--- src/hw/bbc_pkg.sv ---
// Constants for the backlight configuration register bank.
// Assumes a 16-bit register port behind the serial host interface.
package bbc_pkg;
	// Register offsets as printed
	localparam logic [7:0] BBC_OFS_BRIGHTNESS = 8'h00;
	localparam logic [7:0] BBC_OFS_BOOST_CFG = 8'h04;
	localparam logic [7:0] BBC_OFS_FAULT_CFG = 8'h06;
	// Reset values
	localparam logic [15:0] BBC_RST_BRIGHTNESS = 16'h0000;
	localparam logic [15:0] BBC_RST_BOOST_CFG = 16'h08A3;
	localparam logic [15:0] BBC_RST_FAULT_CFG = 16'h0100;
	// Field positions in brightness_boost_config
	localparam int BBC_POS_PSEUDO = 14;
	localparam int BBC_POS_RATE = 12;
	localparam int BBC_POS_RANGE = 10;
	localparam int BBC_POS_SOURCE = 8;
	localparam int BBC_POS_SLOPE = 5;
	localparam int BBC_POS_DITHER = 2;
	localparam int BBC_POS_SMOOTH = 1;
	// Field positions in led_fault_config
	localparam int BBC_POS_GND = 8;
	localparam int BBC_POS_SHORT = 0;
	// Brightness source codes
	localparam logic [1:0] BBC_SRC_PWM = 2'h0;
	localparam logic [1:0] BBC_SRC_REG = 2'h2;
	// Modulation rates in Hz
	localparam logic [10:0] BBC_RATE_0_HZ = 11'h0C8;
	localparam logic [10:0] BBC_RATE_1_HZ = 11'h1F4;
	localparam logic [10:0] BBC_RATE_2_HZ = 11'h320;
	localparam logic [10:0] BBC_RATE_3_HZ = 11'h4B0;
	// Spread ranges in tenths of a percent
	localparam logic [6:0] BBC_RANGE_0 = 7'h21;
	localparam logic [6:0] BBC_RANGE_1 = 7'h2B;
	localparam logic [6:0] BBC_RANGE_2 = 7'h35;
	localparam logic [6:0] BBC_RANGE_3 = 7'h48;
	// Linear transition durations in ms
	localparam logic [9:0] BBC_SLOPE_1_MS = 10'h001;
	localparam logic [9:0] BBC_SLOPE_2_MS = 10'h002;
	localparam logic [9:0] BBC_SLOPE_3_MS = 10'h032;
	localparam logic [9:0] BBC_SLOPE_4_MS = 10'h064;
	localparam logic [9:0] BBC_SLOPE_5_MS = 10'h0C8;
	localparam logic [9:0] BBC_SLOPE_6_MS = 10'h12C;
	localparam logic [9:0] BBC_SLOPE_7_MS = 10'h1F4;
	// Deepest dither setting
	localparam logic [2:0] BBC_DITHER_MAX = 3'h4;
	// Decoded values that match the reset register contents
	localparam logic [10:0] BBC_RST_RATE_HZ = BBC_RATE_0_HZ;
	localparam logic [6:0] BBC_RST_RANGE = BBC_RANGE_2;
	localparam logic [9:0] BBC_RST_SLOPE_MS = 10'h12C;
endpackage

--- src/hw/bbc_config_regs.sv ---
// Backlight configuration register bank: brightness, boost and fault config.
// Assumes a 16-bit register port driven by the serial host engine.
`timescale 1ns/1ps
module bbc_config_regs
	import bbc_pkg::*;
(
	input wire logic i_clk,
	input wire logic i_reset,
	input wire logic [7:0] i_reg_addr,
	input wire logic i_reg_wr,
	input wire logic i_reg_rd,
	input wire logic [15:0] i_reg_wdata,
	input wire logic [15:0] i_pwm_brightness,
	output logic [15:0] o_reg_rdata,
	output logic o_reg_rvalid,
	output logic o_spread_pseudo_en,
	output logic [10:0] o_spread_modulation_rate_hz,
	output logic [6:0] o_boost_oscillator_range,
	output logic o_brightness_from_reg,
	output logic [15:0] o_brightness_value,
	output logic [9:0] o_slope_ms,
	output logic o_smooth_transition_enable,
	output logic [2:0] o_dither_bits,
	output logic o_string_ground_fault_enable,
	output logic [3:0] o_string_short_fault_off
);
	// Stored register contents
	logic [15:0] brt_q; // brightness_value register
	logic [15:0] cfg_q; // brightness_boost_config register
	logic [15:0] flt_q; // led_fault_config register
	// Decoded write strobes
	logic wr_brt;
	logic wr_cfg;
	logic wr_flt;
	// Duration from the table, before registering
	logic [9:0] slope_nxt;
	// Field slices for readability
	logic [1:0] rate_code;
	logic [1:0] range_code;
	logic [1:0] src_code;
	logic [2:0] dither_code;

	// Address decode; unmapped writes fall on the floor
	// Full eight-bit compare, so no offset aliases onto another
	// brightness, boost and fault config decode
	always_comb
	begin
		wr_brt = i_reg_wr && (i_reg_addr == BBC_OFS_BRIGHTNESS);
		wr_cfg = i_reg_wr && (i_reg_addr == BBC_OFS_BOOST_CFG);
		wr_flt = i_reg_wr && (i_reg_addr == BBC_OFS_FAULT_CFG);
	end

	bbc_field_reg #(.W(16), .RST(BBC_RST_BRIGHTNESS)) u_brt
	(
		.i_clk(i_clk),
		.i_reset(i_reset),
		.i_wr(wr_brt),
		.i_wdata(i_reg_wdata),
		.o_q(brt_q)
	);

	bbc_field_reg #(.W(16), .RST(BBC_RST_BOOST_CFG)) u_cfg
	(
		.i_clk(i_clk),
		.i_reset(i_reset),
		.i_wr(wr_cfg),
		.i_wdata(i_reg_wdata),
		.o_q(cfg_q)
	);

	// bits 7-4 stored as written, host keeps them zero
	bbc_field_reg #(.W(16), .RST(BBC_RST_FAULT_CFG)) u_flt
	(
		.i_clk(i_clk),
		.i_reset(i_reset),
		.i_wr(wr_flt),
		.i_wdata(i_reg_wdata),
		.o_q(flt_q)
	);

	// Field extraction
	always_comb
	begin
		rate_code = cfg_q[BBC_POS_RATE +: 2];
		range_code = cfg_q[BBC_POS_RANGE +: 2];
		src_code = cfg_q[BBC_POS_SOURCE +: 2];
		dither_code = cfg_q[BBC_POS_DITHER +: 3];
	end

	bbc_slope_decode u_slope
	(
		.i_code(cfg_q[BBC_POS_SLOPE +: 3]),
		.i_smooth(cfg_q[BBC_POS_SMOOTH]),
		.o_ms(slope_nxt)
	);

	// Read port: one cycle latency, unmapped offsets read as zero
	// A read that meets a write to the same offset returns the old contents
	always_ff @(posedge i_clk)
	begin
		if (i_reset)
		begin
			o_reg_rdata <= 16'h0000;
			o_reg_rvalid <= 1'b0;
		end
		else
		begin
			o_reg_rvalid <= i_reg_rd;
			if (i_reg_rd)
			begin
				unique case (i_reg_addr)
					BBC_OFS_BRIGHTNESS: o_reg_rdata <= brt_q;
					BBC_OFS_BOOST_CFG: o_reg_rdata <= cfg_q;
					BBC_OFS_FAULT_CFG: o_reg_rdata <= flt_q;
					default: o_reg_rdata <= 16'h0000;
				endcase
			end
		end
	end

	// Boost spread-spectrum controls
	always_ff @(posedge i_clk)
	begin
		if (i_reset)
		begin
			o_spread_pseudo_en <= BBC_RST_BOOST_CFG[BBC_POS_PSEUDO];
			o_spread_modulation_rate_hz <= BBC_RST_RATE_HZ;
			o_boost_oscillator_range <= BBC_RST_RANGE;
		end
		else
		begin
			o_spread_pseudo_en <= cfg_q[BBC_POS_PSEUDO];
			unique case (rate_code)
				2'h0: o_spread_modulation_rate_hz <= BBC_RATE_0_HZ;
				2'h1: o_spread_modulation_rate_hz <= BBC_RATE_1_HZ;
				2'h2: o_spread_modulation_rate_hz <= BBC_RATE_2_HZ;
				2'h3: o_spread_modulation_rate_hz <= BBC_RATE_3_HZ;
			endcase
			unique case (range_code)
				2'h0: o_boost_oscillator_range <= BBC_RANGE_0;
				2'h1: o_boost_oscillator_range <= BBC_RANGE_1;
				2'h2: o_boost_oscillator_range <= BBC_RANGE_2;
				2'h3: o_boost_oscillator_range <= BBC_RANGE_3;
			endcase
		end
	end

	// Brightness path: the source is registered first, so the mux uses a stable select
	// The price is one more cycle before the value follows a source change
	always_ff @(posedge i_clk)
	begin
		if (i_reset)
		begin
			o_brightness_from_reg <= 1'b0;
			o_brightness_value <= 16'h0000;
		end
		else
		begin
			// reserved codes fall back to the PWM pin
			o_brightness_from_reg <= (src_code == BBC_SRC_REG);
			o_brightness_value <= o_brightness_from_reg ? brt_q : i_pwm_brightness;
		end
	end

	// Sloper and dither settings
	always_ff @(posedge i_clk)
	begin
		if (i_reset)
		begin
			o_slope_ms <= BBC_RST_SLOPE_MS;
			o_smooth_transition_enable <= BBC_RST_BOOST_CFG[BBC_POS_SMOOTH];
			o_dither_bits <= BBC_RST_BOOST_CFG[BBC_POS_DITHER +: 3];
		end
		else
		begin
			o_slope_ms <= slope_nxt;
			o_smooth_transition_enable <= cfg_q[BBC_POS_SMOOTH];
			// codes above four are not defined, treated as off
			o_dither_bits <= (dither_code > BBC_DITHER_MAX) ? 3'h0 : dither_code;
		end
	end

	// Fault detector controls
	always_ff @(posedge i_clk)
	begin
		if (i_reset)
		begin
			o_string_ground_fault_enable <= BBC_RST_FAULT_CFG[BBC_POS_GND];
			o_string_short_fault_off <= BBC_RST_FAULT_CFG[BBC_POS_SHORT +: 4];
		end
		else
		begin
			o_string_ground_fault_enable <= flt_q[BBC_POS_GND];
			o_string_short_fault_off <= flt_q[BBC_POS_SHORT +: 4];
		end
	end

	// Checks: a write reaches the decoded outputs two edges later
	a_pseudo_follow: assert property (@(posedge i_clk) disable iff (i_reset)
		wr_cfg |-> ##2 o_spread_pseudo_en == $past(i_reg_wdata[14], 2))
		else $error("pseudo-random enable did not follow bit 14");
	a_rate_fastest: assert property (@(posedge i_clk) disable iff (i_reset)
		wr_cfg && i_reg_wdata[13:12] == 2'h3 ##1 !wr_cfg |-> ##1 o_spread_modulation_rate_hz == 11'h4B0)
		else $error("rate code 3 did not give 1200 Hz");
	a_range_widest: assert property (@(posedge i_clk) disable iff (i_reset)
		wr_cfg && i_reg_wdata[11:10] == 2'h3 ##1 !wr_cfg |-> ##1 o_boost_oscillator_range == 7'h48)
		else $error("range code 3 did not give 7.2 percent");
	a_source_reg: assert property (@(posedge i_clk) disable iff (i_reset)
		wr_cfg ##1 !wr_cfg |-> ##1 o_brightness_from_reg == ($past(i_reg_wdata[9:8], 2) == 2'h2))
		else $error("brightness source decode wrong");
	a_slope_linear: assert property (@(posedge i_clk) disable iff (i_reset)
		wr_cfg && i_reg_wdata[7:5] == 3'h7 && !i_reg_wdata[1] ##1 !wr_cfg
		|-> ##1 o_slope_ms == 10'h1F4)
		else $error("linear 500 ms code decoded wrong");
	a_slope_smooth: assert property (@(posedge i_clk) disable iff (i_reset)
		wr_cfg && i_reg_wdata[7:5] == 3'h3 && i_reg_wdata[1] ##1 !wr_cfg
		|-> ##1 o_slope_ms == 10'h04B && o_smooth_transition_enable)
		else $error("advanced 50 ms code not stretched");
	a_slope_both: assert property (@(posedge i_clk) disable iff (i_reset)
		o_slope_ms != 10'h000 |-> $past(cfg_q[7:5], 1) != 3'h0)
		else $error("duration present while sloping disabled");
	a_dither_depth: assert property (@(posedge i_clk) disable iff (i_reset)
		wr_cfg && i_reg_wdata[4:2] == 3'h4 ##1 !wr_cfg |-> ##1 o_dither_bits == 3'h4)
		else $error("4-bit dither not selected");
	a_style_bit: assert property (@(posedge i_clk) disable iff (i_reset)
		wr_cfg ##1 !wr_cfg |-> ##1 o_smooth_transition_enable == $past(i_reg_wdata[1], 2))
		else $error("sloping style did not follow bit 1");
	a_cfg_readback: assert property (@(posedge i_clk) disable iff (i_reset)
		wr_cfg ##1 (i_reg_rd && i_reg_addr == 8'h04 && !i_reg_wr)
		|=> o_reg_rvalid && o_reg_rdata == $past(i_reg_wdata, 2))
		else $error("boost config did not read back as written");
	a_flt_readback: assert property (@(posedge i_clk) disable iff (i_reset)
		wr_flt ##1 (i_reg_rd && i_reg_addr == 8'h06 && !i_reg_wr)
		|=> o_reg_rdata == $past(i_reg_wdata, 2))
		else $error("fault config did not read back as written");
	a_gnd_follow: assert property (@(posedge i_clk) disable iff (i_reset)
		wr_flt |-> ##2 o_string_ground_fault_enable == $past(i_reg_wdata[8], 2))
		else $error("ground detect enable did not follow bit 8");
	a_short_follow: assert property (@(posedge i_clk) disable iff (i_reset)
		wr_flt |-> ##2 o_string_short_fault_off == $past(i_reg_wdata[3:0], 2))
		else $error("short fault suppression did not follow bits 3-0");
	a_brt_select: assert property (@(posedge i_clk) disable iff (i_reset)
		o_brightness_from_reg |=> o_brightness_value == $past(brt_q, 1))
		else $error("register brightness not passed through");
	a_reset_boost: assert property (@(posedge i_clk)
		$fell(i_reset) |-> cfg_q == 16'h08A3)
		else $error("boost config reset value wrong");
	// Reset contents seen on the first edge after release, and the unmapped read path
	a_reset_fault: assert property (@(posedge i_clk)
		$fell(i_reset) |-> flt_q == 16'h0100)
		else $error("fault config reset value wrong");
	a_reset_slope: assert property (@(posedge i_clk)
		$fell(i_reset) |-> o_slope_ms == 10'h12C && o_smooth_transition_enable)
		else $error("sloper reset settings wrong");
	a_unmapped_zero: assert property (@(posedge i_clk) disable iff (i_reset)
		i_reg_rd && i_reg_addr != 8'h00 && i_reg_addr != 8'h04 && i_reg_addr != 8'h06
		|=> o_reg_rvalid && o_reg_rdata == 16'h0000)
		else $error("unmapped offset did not read as zero");

	// Main scenarios
	c_reg_source: cover property (@(posedge i_clk) disable iff (i_reset)
		wr_cfg && i_reg_wdata[9:8] == 2'h2);
	c_smooth_long: cover property (@(posedge i_clk) disable iff (i_reset)
		o_smooth_transition_enable && o_slope_ms == 10'h2EE);
	c_all_shorts_off: cover property (@(posedge i_clk) disable iff (i_reset)
		o_string_short_fault_off == 4'hF && !o_string_ground_fault_enable);
	c_unmapped_read: cover property (@(posedge i_clk) disable iff (i_reset)
		i_reg_rd && i_reg_addr == 8'h02);
	c_back_to_back: cover property (@(posedge i_clk) disable iff (i_reset)
		wr_flt ##1 i_reg_rd && i_reg_addr == 8'h06);
endmodule

--- src/hw/bbc_field_reg.sv ---
// One read/write storage register with a fixed reset value.
// Assumes the write strobe is already decoded for this register.
`timescale 1ns/1ps
module bbc_field_reg
#(
	parameter int W = 16,
	parameter logic [W-1:0] RST = '0
)
(
	input wire logic i_clk,
	input wire logic i_reset,
	input wire logic i_wr,
	input wire logic [W-1:0] i_wdata,
	output logic [W-1:0] o_q
);
	// Plain storage; every bit, reserved or not, reads back as written
	always_ff @(posedge i_clk)
	begin
		if (i_reset)
		begin
			o_q <= RST;
		end
		else if (i_wr)
		begin
			o_q <= i_wdata;
		end
	end
endmodule

--- src/hw/bbc_slope_decode.sv ---
// Maps the transition code and sloping style to a duration in ms.
// Purely combinational; the caller registers the result.
`timescale 1ns/1ps
module bbc_slope_decode
	import bbc_pkg::*;
(
	input wire logic [2:0] i_code,
	input wire logic i_smooth,
	output logic [9:0] o_ms
);
	logic [9:0] base;
	// Linear duration table
	always_comb
	begin
		unique case (i_code)
			3'h0: base = 10'h000;
			3'h1: base = BBC_SLOPE_1_MS;
			3'h2: base = BBC_SLOPE_2_MS;
			3'h3: base = BBC_SLOPE_3_MS;
			3'h4: base = BBC_SLOPE_4_MS;
			3'h5: base = BBC_SLOPE_5_MS;
			3'h6: base = BBC_SLOPE_6_MS;
			3'h7: base = BBC_SLOPE_7_MS;
		endcase
	end
	// Advanced style stretches by half again; 500 ms becomes 750 ms, still fits
	always_comb
	begin
		o_ms = i_smooth ? 10'(base + (base >> 1)) : base;
	end
endmodule
--- config.mk ---
export PLATFORM = sky130hd
export DESIGN_NAME = bbc_config_regs
export DESIGN_NICKNAME = d
export VERILOG_FILES = /design/src/hw/bbc_pkg.sv /design/src/hw/bbc_config_regs.sv /design/src/hw/bbc_field_reg.sv /design/src/hw/bbc_slope_decode.sv
export SDC_FILE = /design/constraint.sdc
export NUM_CORES = 1
export LEC_CHECK = 0
export BUFFER_PORTS_ARGS = -buffer_cell sky130_fd_sc_hd__buf_2
export CORE_MARGIN = 4
export CORE_UTILIZATION = 45
export DETAILED_ROUTE_END_ITERATION = 12
export GPL_TIMING_DRIVEN = 0
export PLACE_DENSITY_LB_ADDON = 0.15
export SYNTH_ARGS = -nofsm -noshare
export SYNTH_HDL_FRONTEND = slang
export SYNTH_HIERARCHICAL = 1
export SYNTH_SLANG_ARGS = --single-unit
export TNS_END_PERCENT = 10
--- constraint.sdc ---
create_clock -name i_clk -period 2.9 [get_ports i_clk]
set_input_delay 0.29 -clock i_clk [delete_from_list [all_inputs] [get_ports i_clk]]
set_output_delay 0.29 -clock i_clk [all_outputs]
set_load 0.01 [all_outputs]
* Word level (Yosys, flattened, before mapping)
Memories as Yosys holds them, arrays and structs flattened. A register that Yosys moved wholly into a read port is not among the register bits. Index checks and enable logic that the tools add are counted.
Word-level totals: bits of input ports 44, ROM bits 72, logic and storage cells 41, output and inout bits 72, memories kept 1, register bits after elaboration 120
Operators by class: reductions and logical operators 7, order comparisons 1, equal/unequal tests 9, mux-type cells 7, add/sub/neg operators 1
Memory list:
- (name not given) | depth 8, width 9, read ports 1, clocked after Yosys merged registers in 1, wr ports 0, RTL line bbc_slope_decode.sv:15 | unique case (i_code)
Operators with widths (number):
- $pmux 16 s3 | 1
- $pmux 11 s4 | 1
- $pmux 7 s4 | 1
- $eq 8x3->1 const B | 2
- $mux 16 | 1
- $add 10x9->10 | 1
- $eq 2x2->1 const B | 5
- $mux 10 | 1
- $logic_not 8->1 | 1
- $mux 3 | 2
- $eq 2x1->1 const B | 2
- $logic_not 2->1 | 2
- $gt 3x3->1 const B | 1
- $logic_and 1x1->1 | 3
- $reduce_or 2->1 | 1

* Logic depth before layout (Yosys ltp)
word-level depth 4, gate-level depth with buffers 10, mapped depth without buffers 10

* By module
Netlist, hierarchy kept.
Modules (own cells, without submodules):
- bbc_config_regs | cells an instance 259, seq. area each 1361.3 sq um, times used 1, area each 2798.9 sq um
- bbc_field_reg (u_cfg) | cells an instance 52, seq. area each 320.3 sq um, times used 1, area each 594.3 sq um
- bbc_field_reg (u_flt) | cells an instance 52, seq. area each 320.3 sq um, times used 1, area each 581.8 sq um
- bbc_field_reg (u_brt) | cells an instance 52, seq. area each 320.3 sq um, times used 1, area each 580.6 sq um
- bbc_slope_decode | cells an instance 83, seq. area each 0.0 sq um, times used 1, area each 565.5 sq um

* Worst setup path after synthesis
OpenSTA, ideal clock, no wires.
kind flip-flop to flip-flop, from register, netlist name u_cfg/o_q[5], to register o_slope_ms[7], clock period less this slack 2.596 ns, buffers on the path 1, data arrival time 2.471 ns, cell stages (with the launch flop) 10, slack 0.304 ns, required time 2.775 ns, library setup time 0.125 ns, path through dfxtp_1 buf_2 inv_2 ha_1 nor2_1 ha_1 a41o_4 a32o_1 or4_1 nor2b_1
RTL lines:
- end signal: assignment | RTL line bbc_config_regs.sv:176 | o_slope_ms <= slope_nxt;
- end: declaration | RTL line bbc_config_regs.sv:21 | output logic [9:0] o_slope_ms,

==> impl_metrics.csv <==
group,metric,value,unit
outcome,outcome,"finished, final reports clean",
clocking,cts_hold_buf,0,
logic_synthesis,synth_edf_count,0,
min_path,holdPathStages,3,
setup_path,critical-path-top-delay-family,"simple AND/OR/NAND/NOR gates",
power_and_ir_drop,clock_power_share,0.543,
finish,drive_above_1_share,0.3235,
power_and_ir_drop,comb_power_share,0.047,
setup_path,critPathBufInv,2,
power_and_ir_drop,p_switching,863.4,uW
timing,fmax,363.5,MHz
grt,grt.overflow.total,0,
min_path,holdPathEnd,"o_brightness_value[10]",
grt,antenna_found_initial,0,
logic_synthesis,ys_ff_latch,116,
finish,fin_nets,689,
timing,hold_viol,0,
routing,routed_wirelength,13.45,mm
timing,min_period_over_period,0.9487,
logic_synthesis,ys_warn_count,6,
routing,drc_errors,0,
setup_path,cp-end-kind,"flip-flop",
placement,io_buffers,112,
finish,multi_input_area,0.002420,mm2
clocking,cts_root_buffer,"clkbuf_16",
power_and_ir_drop,powerDensity,608.4,mW/mm2
min_path,holdCritPathClass,"input port to flip-flop",
timing,clock_skew,0.01040,ns
power_and_ir_drop,power,3.941,mW
timing,rsz0062_at_grt,"false",
clocking,htree_levels,4,
logic_synthesis,syn-mean-instance-area,10.28,um2
timing,setup-tns-final,0,ns
grt,grt_pass1_wl,21.08,mm
logic_synthesis,synth_cell_types,55,
setup_path,cp_common_cell,"ha_1",
die,die_y,114.7,um
clocking,clkSinkCount,116,
timing,max_slew.worst_pin.slew,0.7236,ns
die,core_area,0.01098,mm2
min_path,min-delay-start,"i_pwm_brightness[10]",
die,start_util,0.4663,
routing,vias,4159,
setup_path,ff2ff_path_depth,9,
logic_synthesis,seq_area_frac_synth,0.4535,
setup_path,crit_slowest_cell,"or4_1",
timing,slew_viol_final,0,
setup_path,slowest_delay,0.51,ns
clocking,cts_tree,"built",
routing,drtIter0Drc,212,
finish,area_delta_synth_final,26.48,%
setup_path,cp_num_cells,9,
grt,grt_max_degree,17,
timing,period_minus_slack,2.751,ns
finish,nFillCells,946,
setup_path,crit_type,"flip-flop to flip-flop",
routing,routed_via_density,5.312,
routing,first_pass_iters,6,
power_and_ir_drop,seq_power_share,0.409,
setup_path,path_cells,"clkbuf_4 > inv_2 > ha_1 > nor2_2 > ha_1 > a41o_4 > a32o_1 > or4_1 > nor2b_1",
routing,detail-route-antenna-nets,0,
setup_path,rr_endpoint,"o_slope_ms[7]",
clocking,cts.clk_slew.worst_paths,0.05,ns
power_and_ir_drop,intPower,3.078,mW
power_and_ir_drop,peakVddDrop,0.0002947,V
logic_synthesis,synth_cells,498,
grt,grt_pass1_vias,4050,
power_and_ir_drop,switching_share,0.2191,
setup_path,crit_fanout,10,
finish,num_antenna_cells,0,
die,fp.dieW,114.7,um
setup_path,required,3.19,ns
setup_path,reg2reg_slack,0.15,ns
logic_synthesis,netlist_area,0.005121,mm2
routing,wl_per_cell,17.18,um
placement,dpl.hpwl,9.795,mm
setup_path,r2r_start,"u_cfg/o_q[5]",
timing,setup-violations-final,0,
clocking,cts-buffers-inserted,17,
logic_synthesis,ys.flop_type,"dfxtp_1",
timing,relSlewSlack,0.5176,
die,pin_count,116,
setup_path,startpoint_type,"flip-flop",
finish,regArea,0.002323,mm2
clocking,clkLatencyLatePin,0.41,ns
setup_path,arrival,3.04,ns
logic_synthesis,async_flop_share,0,
power_and_ir_drop,power.leakage,2.710,nW
placement,place.gp.congestion,0.8355,
die,rows,38,
grt,gr-usage-all-layers,0.2088,
die,die_area,0.01315,mm2
job,cap_viol_max_count,0,
clocking,cts_buffer_depth,2,
## worst max path at each step
| stage | from | endpoint |
|---|---|---|
| floorplan | u_cfg/o_q[5] | o_slope_ms[7] |
| global placement | u_cfg/o_q[5] | o_slope_ms[7] |
| detailed placement | u_cfg/o_q[5] | o_slope_ms[7] |
| CTS | u_cfg/o_q[5] | o_slope_ms[7] |
| global route | u_cfg/o_q[6] | o_slope_ms[7] |
| finish | u_cfg/o_q[5] | o_slope_ms[7] |
## synthesized netlist by cell type (9+ instances only)
cell type / count / area [um2]
inv_1: 10 / 37.54
nor2_1: 67 / 251.5
mux2i_1: 58 / 580.6
and2b_1: 9 / 67.56
nor3_1: 19 / 95.09
ha_1: 15 / 187.7
clkbuf_1: 9 / 33.78
a41oi_1: 16 / 140.1
a221oi_1: 16 / 140.1
nor2b_1: 30 / 187.7
mux2_2: 18 / 202.7
dfxtp_1: 116 / 2322
nand2_1: 11 / 41.29
buf_6: 12 / 135.1
## metrics by stage
stage	cell area (um2)	worst slack (ns)	std cells	util	hold WS [ns]
6_report	6477	0.1487	783	0.5898	0.1049
5_1_grt	6477	0.02032	783	0.5898	0.1252
4_1_cts	6471	0.01959	783	0.5892	0.1025
3_5_place_dp	5861	0.03544	751	0.5336	0.4422
3_3_place_gp	5861	0.06714	751	0.5336	0.4378
2_1_floorplan	5125	0.3039	499	-	0.3971
## routing by layer
layer / wire length [um] / vias to the layer above / GRT usage
li1: - / 2004 / -
met4: 213 / 0 / 0.07918
met1: 5943 / 1984 / 0.2722
met2: 6457 / 153 / 0.3368
met3: 835 / 18 / 0.04704
met5: 0 / - / 0
## worst min-delay path: cells and delay by family
kind,cells,cell delay (ns)
muxes,1,0.05
buffers and inverters,1,0.07
and+or+nand+nor,1,0.07
## what timing repair did
action / 4_1_cts / 5_1_grt
buffers inserted: 0 / 0
setup endpoints to repair: 0 / 1
hold endpoints to repair: 0 / 0
resized for setup: 0 / 3
## final cells by class
cell class	count	share of cell area
Buffer	41	0.05235
Clock buffer	20	0.07050
Clock inverter	12	0.02376
Multi-Input combinational cell	329	0.3736
Timing Repair Buffer	112	0.08654
Inverter	13	0.007533
Sequential cell	116	0.3587
Tap cell	140	0.02704
## power groups by stage
| stage | clock network [mW] | registers, mW | logic [mW] |
|---|---|---|---|
| after floorplan | 0 | 1.65 | 0.0915 |
| after global placement | 0 | 1.65 | 0.184 |
| after detailed placement | 0 | 1.65 | 0.186 |
| after CTS | 2.17 | 1.61 | 0.187 |
| after global routing | 2.25 | 1.61 | 0.203 |
| final | 2.14 | 1.61 | 0.187 |
## kinds of logic after synthesis
family                   after synthesis  share of synthesized area
XOR/XNOR                               4                   0.006842
multiplexers                          76                     0.1529
AND/OR/NAND/NOR                      173                     0.1781
flip-flops                           116                     0.4535
other                                  1                  0.0007323
buffers and inverters                 54                    0.07525
AO/OA/AOI/OAI                         58                    0.09406
adder cells (fa/ha/maj)               16                    0.03860
## layout by cell type, fill, tap and decap left out, types with 3 or more instances in the layout
| cell type | n |
|---|---|
| nor2_1 | 66 |
| clkinvlp_4 | 6 |
| a211o_1 | 7 |
| a221oi_1 | 16 |
| nor3b_1 | 5 |
| buf_4 | 6 |
| a21oi_1 | 4 |
| nand2b_1 | 4 |
| nand3_1 | 4 |
| buf_2 | 119 |
| nor2b_1 | 30 |
| and2b_1 | 9 |
| mux2i_1 | 58 |
| clkbuf_8 | 3 |
| buf_6 | 12 |
| or2_2 | 8 |
| ha_1 | 15 |
| clkbuf_1 | 10 |
| nor3_1 | 19 |
| mux2_2 | 18 |
| buf_12 | 3 |
| clkbuf_16 | 17 |
| a41oi_1 | 16 |
| dfxtp_1 | 115 |
| nand2_1 | 11 |
| o21ai_0 | 3 |
| inv_1 | 10 |
| bufinv_16 | 3 |
No activity file was read; power rests on OpenSTA's default activity.
